**config.mk**
```make
export PLATFORM = sky130hd
export DESIGN_NAME = cad_decoder
export DESIGN_NICKNAME = d
export VERILOG_FILES = /design/src/cad_decoder.sv
export SDC_FILE = /design/constraint.sdc
export NUM_CORES = 1
export LEC_CHECK = 0
export ABC_AREA = 1
export BUFFER_PORTS_ARGS = -buffer_cell sky130_fd_sc_hd__buf_2
export CAP_MARGIN = 20
export CORE_ASPECT_RATIO = 0.5
export CORE_UTILIZATION = 45
export CTS_BUF_LIST = sky130_fd_sc_hd__clkbuf_2 sky130_fd_sc_hd__clkbuf_4 sky130_fd_sc_hd__clkbuf_8
export DETAILED_ROUTE_END_ITERATION = 8
export GPL_TIMING_DRIVEN = 1
export PLACE_DENSITY = 0.85
export SYNTH_ARGS = -nofsm -noshare
export SYNTH_HDL_FRONTEND = slang
export SYNTH_SLANG_ARGS = --single-unit
```
**constraint.sdc**
```tcl
create_clock -name MCLK -period 2.9 [get_ports MCLK]
set_input_delay 0.145 -clock MCLK [delete_from_list [all_inputs] [get_ports MCLK]]
set_output_delay 0.145 -clock MCLK [all_outputs]
set_load 0.05 [all_outputs]
```
**src/cad_decoder.sv**
```systemverilog
/*
 * Card ATA address decoder: package of constants and types, and the
 * decoder module that turns host bus cycles into card strobes, enables,
 * register-space select, card address and byte-swapped data lanes.
 * Assumes a big-endian host with a 16-bit data path whose inputs are
 * synchronous to MCLK; card outputs follow the host cycle one clock late.
 */
`timescale 1ns/1ps

package cad_pkg;
  // host address bit positions, little-endian numbering (bit 0 = LSB)
  localparam int WIN_LSB = 17;
  localparam logic [14:0] WIN_VAL = 15'h0014;
  localparam int CE2_POS = 16;
  localparam int CE1_POS = 15;
  localparam int IOS_POS = 14;
  localparam int MEMS_POS = 13;
  localparam int REG_POS = 12;
  localparam int A0_POS = 11;
  localparam int WORD_MSB = 10;
  localparam int WORD_LSB = 1;
  // window bases as seen by the host
  localparam logic [31:0] MEM_BASE = 32'h0028_5000;
  localparam logic [31:0] IO_BASE = 32'h0028_2000;
  // {io strobe, mem strobe, reg} address bits selecting each mode
  localparam logic [2:0] SEL_MEM = 3'h5;
  localparam logic [2:0] SEL_IO = 3'h2;
  // drive register word offsets on card A10-A1
  localparam logic [9:0] W_DATA = 10'h000;
  localparam logic [9:0] W_SECT = 10'h001;
  localparam logic [9:0] W_CYL = 10'h002;
  localparam logic [9:0] W_HEAD = 10'h003;
  localparam logic [9:0] W_ALT = 10'h007;

  typedef enum logic [1:0] {
    MODE_NONE = 2'b00,
    MODE_MEM = 2'b01,
    MODE_IO = 2'b10
  } cad_mode_t;

  typedef struct packed {
    logic ce1_b;
    logic ce2_b;
    logic iord_b;
    logic iowr_b;
    logic oe_b;
    logic we_b;
    logic reg_b;
    logic [10:0] addr;
  } cad_card_ctl_t;

  localparam cad_card_ctl_t CTL_IDLE = '{
    ce1_b: 1'b1, ce2_b: 1'b1, iord_b: 1'b1, iowr_b: 1'b1,
    oe_b: 1'b1, we_b: 1'b1, reg_b: 1'b1, addr: 11'h000};
endpackage

// Behaviour
// RULE_01 - two modes: memory-mapped and contiguous I/O
// RULE_02 - memory mode: OE/WE strobes, REG high
// RULE_03 - I/O mode: IORD/IOWR strobes, REG low
// RULE_04 - card signals taken from host address bits
// RULE_05 - drive registers selected by card word offset
// RULE_06 - data, sector, cylinder: both enables, 16-bit; code also decodes data with CE2 and A0 high on CE1 only
// RULE_07 - other registers: CE1 only, 8-bit
// RULE_08 - byte lanes crossed between host and card
// RULE_09 - host +0 byte is card even byte
// RULE_10 - decode only inside host chip-select zero
// RULE_11 - software opens card buffer gate first
// RULE_12 - unlisted addresses leave card signals idle
module cad_decoder (
  input wire logic MCLK,
  input wire logic RST_B,
  input wire logic HOST_CHIP_SELECT_ZERO_B,
  input wire logic HOST_RD_B,
  input wire logic HOST_WR_B,
  input wire logic [31:0] HOST_ADDR,
  input wire logic [15:0] HOST_D_IN,
  output logic [15:0] HOST_D_OUT,
  output logic HOST_D_OE_B,
  input wire logic CARD_BUFFER_GATE,
  output cad_pkg::cad_card_ctl_t CARD_CTL,
  input wire logic [15:0] CARD_D_IN,
  output logic [15:0] CARD_D_OUT,
  output logic CARD_D_OE_B
);
  import cad_pkg::*;

  // big-endian host +0 byte sits on the upper lanes; card even byte low
  function automatic logic [15:0] swap_lanes(input logic [15:0] d);
    swap_lanes = {d[7:0], d[15:8]};
  endfunction

  // mode from the strobe/reg address bits inside the card window
  function automatic cad_mode_t mode_of(input logic [31:0] a);
    logic [2:0] sel;
    sel = {a[IOS_POS], a[MEMS_POS], a[REG_POS]};
    mode_of = MODE_NONE;
    if (a[31:WIN_LSB] == WIN_VAL && !a[CE1_POS]) begin
      if (sel == SEL_MEM) begin
        mode_of = MODE_MEM; // RULE_01
      end else if (sel == SEL_IO) begin
        mode_of = MODE_IO; // RULE_01
      end
    end
  endfunction

  // only the table's drive register decodes are legal
  function automatic logic reg_listed(input logic [31:0] a, input logic rd);
    logic [9:0] w;
    logic ce2;
    logic a0;
    w = a[WORD_MSB:WORD_LSB];
    ce2 = a[CE2_POS];
    a0 = a[A0_POS];
    reg_listed = 1'b0;
    unique case (w)
      W_DATA: reg_listed = (ce2 == a0); // RULE_05
      W_SECT, W_CYL: reg_listed = !ce2 && !a0; // RULE_05
      W_HEAD: reg_listed = ce2; // RULE_05
      W_ALT: reg_listed = ce2 && (!a0 || rd); // RULE_05
      default: reg_listed = 1'b0;
    endcase
  endfunction

  logic rd;
  logic wr;
  cad_mode_t mode;
  logic hit;
  cad_card_ctl_t ctl_reg, ctl_next;
  logic [15:0] host_dout_reg, host_dout_next;
  logic host_doe_b_reg, host_doe_b_next;
  logic [15:0] card_dout_reg, card_dout_next;
  logic card_doe_b_reg, card_doe_b_next;

  always_comb begin
    rd = !HOST_RD_B && HOST_WR_B;
    wr = !HOST_WR_B && HOST_RD_B;
    mode = mode_of(HOST_ADDR);
    // gate high keeps the card buffers shut; host must clear it first
    hit = !HOST_CHIP_SELECT_ZERO_B && (rd || wr) // RULE_10
          && !CARD_BUFFER_GATE // RULE_11
          && mode != MODE_NONE
          && reg_listed(HOST_ADDR, rd); // RULE_12
  end

  always_comb begin
    ctl_next = CTL_IDLE; // RULE_12
    if (hit) begin
      ctl_next.ce2_b = HOST_ADDR[CE2_POS]; // RULE_04 RULE_06 RULE_07
      ctl_next.ce1_b = HOST_ADDR[CE1_POS]; // RULE_04
      ctl_next.reg_b = HOST_ADDR[REG_POS]; // RULE_04
      ctl_next.addr = {HOST_ADDR[WORD_MSB:WORD_LSB], // RULE_04
        HOST_ADDR[A0_POS]};
      unique case (mode)
        MODE_MEM: begin
          ctl_next.oe_b = !rd; // RULE_02
          ctl_next.we_b = !wr; // RULE_02
        end
        MODE_IO: begin
          ctl_next.iord_b = !rd; // RULE_03
          ctl_next.iowr_b = !wr; // RULE_03
        end
        default: ctl_next = CTL_IDLE;
      endcase
    end
  end

  // data lanes registered too: card write data lines up with the strobes, host read data comes one clock after them
  always_comb begin
    host_dout_next = swap_lanes(CARD_D_IN); // RULE_08 RULE_09
    host_doe_b_next = !(hit && rd);
    card_dout_next = swap_lanes(HOST_D_IN); // RULE_08 RULE_09
    card_doe_b_next = !(hit && wr);
  end

  always_ff @(posedge MCLK) begin
    if (!RST_B) begin
      ctl_reg <= CTL_IDLE;
      host_dout_reg <= 16'h0000;
      host_doe_b_reg <= 1'b1;
      card_dout_reg <= 16'h0000;
      card_doe_b_reg <= 1'b1;
    end else begin
      ctl_reg <= ctl_next;
      host_dout_reg <= host_dout_next;
      host_doe_b_reg <= host_doe_b_next;
      card_dout_reg <= card_dout_next;
      card_doe_b_reg <= card_doe_b_next;
    end
  end

  assign CARD_CTL = ctl_reg;
  assign HOST_D_OUT = host_dout_reg;
  assign HOST_D_OE_B = host_doe_b_reg;
  assign CARD_D_OUT = card_dout_reg;
  assign CARD_D_OE_B = card_doe_b_reg;

  property p_mem_read;
    @(posedge MCLK) disable iff (!RST_B)
    (hit && mode == MODE_MEM && rd) |=> (!CARD_CTL.oe_b && CARD_CTL.we_b
      && CARD_CTL.iord_b && CARD_CTL.iowr_b && CARD_CTL.reg_b);
  endproperty
  a_mem_read: assert property (p_mem_read) // RULE_02
    else $error("memory read strobes wrong");

  property p_mem_write;
    @(posedge MCLK) disable iff (!RST_B)
    (hit && mode == MODE_MEM && wr) |=> (CARD_CTL.oe_b && !CARD_CTL.we_b
      && CARD_CTL.iord_b && CARD_CTL.iowr_b && CARD_CTL.reg_b
      && !CARD_D_OE_B);
  endproperty
  a_mem_write: assert property (p_mem_write) // RULE_02
    else $error("memory write strobes wrong");

  property p_io_read;
    @(posedge MCLK) disable iff (!RST_B)
    (hit && mode == MODE_IO && rd) |=> (!CARD_CTL.iord_b && CARD_CTL.iowr_b
      && CARD_CTL.oe_b && CARD_CTL.we_b && !CARD_CTL.reg_b && !HOST_D_OE_B);
  endproperty
  a_io_read: assert property (p_io_read) // RULE_03
    else $error("io read strobes wrong");

  property p_io_write;
    @(posedge MCLK) disable iff (!RST_B)
    (hit && mode == MODE_IO && wr) |=> (CARD_CTL.iord_b && !CARD_CTL.iowr_b
      && CARD_CTL.oe_b && CARD_CTL.we_b && !CARD_CTL.reg_b);
  endproperty
  a_io_write: assert property (p_io_write) // RULE_03
    else $error("io write strobes wrong");

  property p_addr_map;
    @(posedge MCLK) disable iff (!RST_B)
    hit |=> (CARD_CTL.addr == {$past(HOST_ADDR[WORD_MSB:WORD_LSB]),
      $past(HOST_ADDR[A0_POS])});
  endproperty
  a_addr_map: assert property (p_addr_map) // RULE_04
    else $error("card address not taken from host address");

  property p_wide;
    @(posedge MCLK) disable iff (!RST_B)
    (hit && HOST_ADDR[10:1] <= W_CYL && !HOST_ADDR[11])
      |=> (!CARD_CTL.ce1_b && !CARD_CTL.ce2_b);
  endproperty
  a_wide: assert property (p_wide) // RULE_06
    else $error("16-bit register did not get both enables");

  property p_narrow;
    @(posedge MCLK) disable iff (!RST_B)
    (hit && (HOST_ADDR[11] || HOST_ADDR[10:1] >= W_HEAD))
      |=> (!CARD_CTL.ce1_b && CARD_CTL.ce2_b);
  endproperty
  a_narrow: assert property (p_narrow) // RULE_07
    else $error("8-bit register enables wrong");

  property p_swap;
    @(posedge MCLK) disable iff (!RST_B)
    1'b1 |=> (HOST_D_OUT == {$past(CARD_D_IN[7:0]), $past(CARD_D_IN[15:8])}
      && CARD_D_OUT == {$past(HOST_D_IN[7:0]), $past(HOST_D_IN[15:8])});
  endproperty
  a_swap: assert property (p_swap) // RULE_08 RULE_09
    else $error("byte lanes not crossed");

  property p_idle;
    @(posedge MCLK) disable iff (!RST_B)
    (!hit || CARD_BUFFER_GATE || HOST_CHIP_SELECT_ZERO_B)
      |=> (CARD_CTL.ce1_b && CARD_CTL.ce2_b && CARD_CTL.oe_b
      && CARD_CTL.we_b && CARD_CTL.iord_b && CARD_CTL.iowr_b
      && HOST_D_OE_B && CARD_D_OE_B);
  endproperty
  a_idle: assert property (p_idle) // RULE_12 RULE_11 RULE_10
    else $error("card signals active without a listed access");

  property p_mode_window;
    @(posedge MCLK) disable iff (!RST_B)
    (hit && HOST_ADDR[31:12] == MEM_BASE[31:12]) |-> mode == MODE_MEM;
  endproperty
  a_mode_window: assert property (p_mode_window) // RULE_01
    else $error("memory window not decoded as memory mode");

  property p_io_window;
    @(posedge MCLK) disable iff (!RST_B)
    (hit && HOST_ADDR[31:12] == IO_BASE[31:12]) |-> mode == MODE_IO;
  endproperty
  a_io_window: assert property (p_io_window) // RULE_01
    else $error("io window not decoded as io mode");
endmodule

```
==> impl_metrics.ini <==
[status]
outcome = finished, final reports clean

[synth]
netlist_instances = 192
ys_seq_area_frac = 0.597
synth_xor_area_frac = 0
muxShareOfSynthArea = 0
synth-compound-area-share = 0.00431
yosys.area_share.simple = 0.241
syn_avg_cell_area_sq_um = 9.08
syn-cell-area_sq_mm = 0.00174
yosys_warnings = 0
ys_ff_latch = 52
synthDistinctLibCells = 21
synth_top_family_by_area = simple AND/OR/NAND/NOR gates
synthAdderAreaFrac = 0.0431

[grt]
grt_pass1_wl_microns = 5660
grt_max_degree = 34
antenna_found_initial = 0
global_route.overflow_total = 0
grtUsageTotal = 0.177
grt_pass1_vias = 1442

[finish]
fillers = 297
multi_input_area_sq_um = 529
drive_gt1_frac = 0.432
fin_nets = 397
antenna_cells = 0
regArea_sq_mm = 0.00104
fin_cells = 373
area_delta_synth_final_pct = 45.6

[floorplanning]
num_rows = 15
die_h_microns = 46.0
ioPinCount = 122
dieArea_sq_mm = 0.00414
start_util = 0.489
coreArea_sq_mm = 0.00357
die_x_microns = 90.0

[setup_path]
crit_fanout = 9
cp.required_ps = 3080
cpMostUsedCell = nor2_1
cp-end-kind = register
cp.arrival_ps = 1710
startpoint_type = input port
critPathMaxStageDelay_ps = 240
critPathKind = input port to register
cpMaxStageDelayCell = ha_1
crit_chain = buf_2 > nor2_1 > nand3b_1 > nor2_1 > nand4_1 > ha_1 > nor2_1 > and2_0 > nand2_1 > nor2_8 > and2_1 > nand2_1

[placement]
port_buffers = 120
gp_congestion = 0.733
dpl.hpwl_microns = 2910
place_inst = 365
dp_slack_ps = 1070

[cts]
root_buffer = clkbuf_8
postCtsSetupBuffers = 0
cts.sinks = 52
cts_hold_buf = 0
clockBufferDepth = 2
cts_tree = yes
clkTransAtPathRegs_ps = 90
htree_levels = 2
cts_resized = 0
cts_buffers = 5

[drt]
wl_per_cell_microns = 9.56
drcViolationCount = 0
drt_iter0_markers = 20
dr_total_vias = 1538
firstDrtPassIters = 4
ant_nets = 0
viasPerCell = 4.12
drt-total-wl_microns = 3570

[sta]
final-hold-violation-count = 0
period_needed_ps = 1530
maxSlewHeadroom = 0.629
setup_slack_ps = 1370
setup_viol = 0
fmax_mhz = 656
finalCritPeriodShare = 0.526
rsz0062_at_grt = no
maxSlewViolCount = 0
worst_pin_slew_ps = 556
fin_tns_setup_ps = 0
hold_ws_ps = 27.9

[power]
p_leak_nw = 1.57
powerDensity_mw_per_mm2 = 589
power.total_mw = 1.49
vdd_drop_max_mv = 0.273

[run]
maxCapViolCount = 0

[hold_path]
hp-class = input port to register
==> state kept, by name, summed over array words and instances, names as in the netlist <==
register	flops
CARD_CTL	18
CARD_D_OE_B	1
CARD_D_OUT	16
HOST_D_OE_B	1
HOST_D_OUT	16
==> worst paths after layout <==
check,start,end,cells past startpoint
min,CARD_D_IN[15],HOST_D_OUT[7],3
max,HOST_ADDR[24],CARD_D_OE_B,12
==> worst max-delay path: cells and delay by family <==
kind,cells,cell delay (ps)
and+or+nand+nor,10,1210
adders and majority gates,1,240
buffers and inverters,1,100
==> logic make-up (layout without fill, tap and decap cells) <==
logic type / after synthesis / count (layout)
flops: 52 / 52
other cells: 1 / 7
simple gates: 81 / 81
fa+ha+maj: 6 / 6
buf+inv: 51 / 175
compound gates: 1 / 1
==> cell usage after synthesis <==
master,number,area share
dfxtp_1,52,0.60
inv_1,46,0.099
nand2_1,39,0.084
nor2_1,14,0.030
nand4_1,9,0.032
ha_1,6,0.043
nor2_2,4,0.014
clkbuf_1,3,0.0065
nand3_1,3,0.0086
nand3b_1,3,0.013
and2_1,2,0.0072
nand3_4,2,0.020
and2_0,1,0.0036
buf_4,1,0.0043
conb_1,1,0.0022
inv_2,1,0.0022
nand2_2,1,0.0036
nand2_4,1,0.0065
nor2_4,1,0.0065
nor2_8,1,0.011
o21bai_1,1,0.0043
==> routing by layer <==
layer / track usage / up-vias / share of wire
li1: - / 805 / -
met1: 0.154 / 671 / 0.37
met2: 0.385 / 55 / 0.56
met3: 0.0633 / 7 / 0.059
met4: 0.0806 / 0 / 0.015
met5: 0 / - / 0
==> report_power, final <==
part           internal, mW  total (mW)  leakage (nW)  switching [mW]
Clock                 0.304       0.518        0.0645           0.213
Sequential            0.742       0.748         0.431         0.00603
Combinational        0.0679       0.228          1.07           0.160
==> layout make-up <==
type / instances / area share
sequential: 52 / 0.410
timing repair buffer: 120 / 0.237
multi-input combinational: 95 / 0.209
inverter: 47 / 0.0695
clock buffer: 7 / 0.0380
tap: 51 / 0.0251
clock inverter: 1 / 0.0118
==> per-stage QoR <==
step	utilization	instance area (sq um)
final	0.712	2540
after detailed placement	0.676	2410
after global placement	0.676	2410
after CTS	0.712	2540
after global routing	0.712	2540
after floorplan	-	1770
==> cell usage in the layout, fill, tap and decap left out, drive strengths merged <==
master and instances:
conb 7, nand4 9, nor2 20, buf 120, inv 47, ha 6, and2 3, dfxtp 52
nand3 5, nand3b 3, nand2 41, bufinv 1, o21bai 1, clkbuf 7
Note: power is estimated with default switching activity, not from simulation.
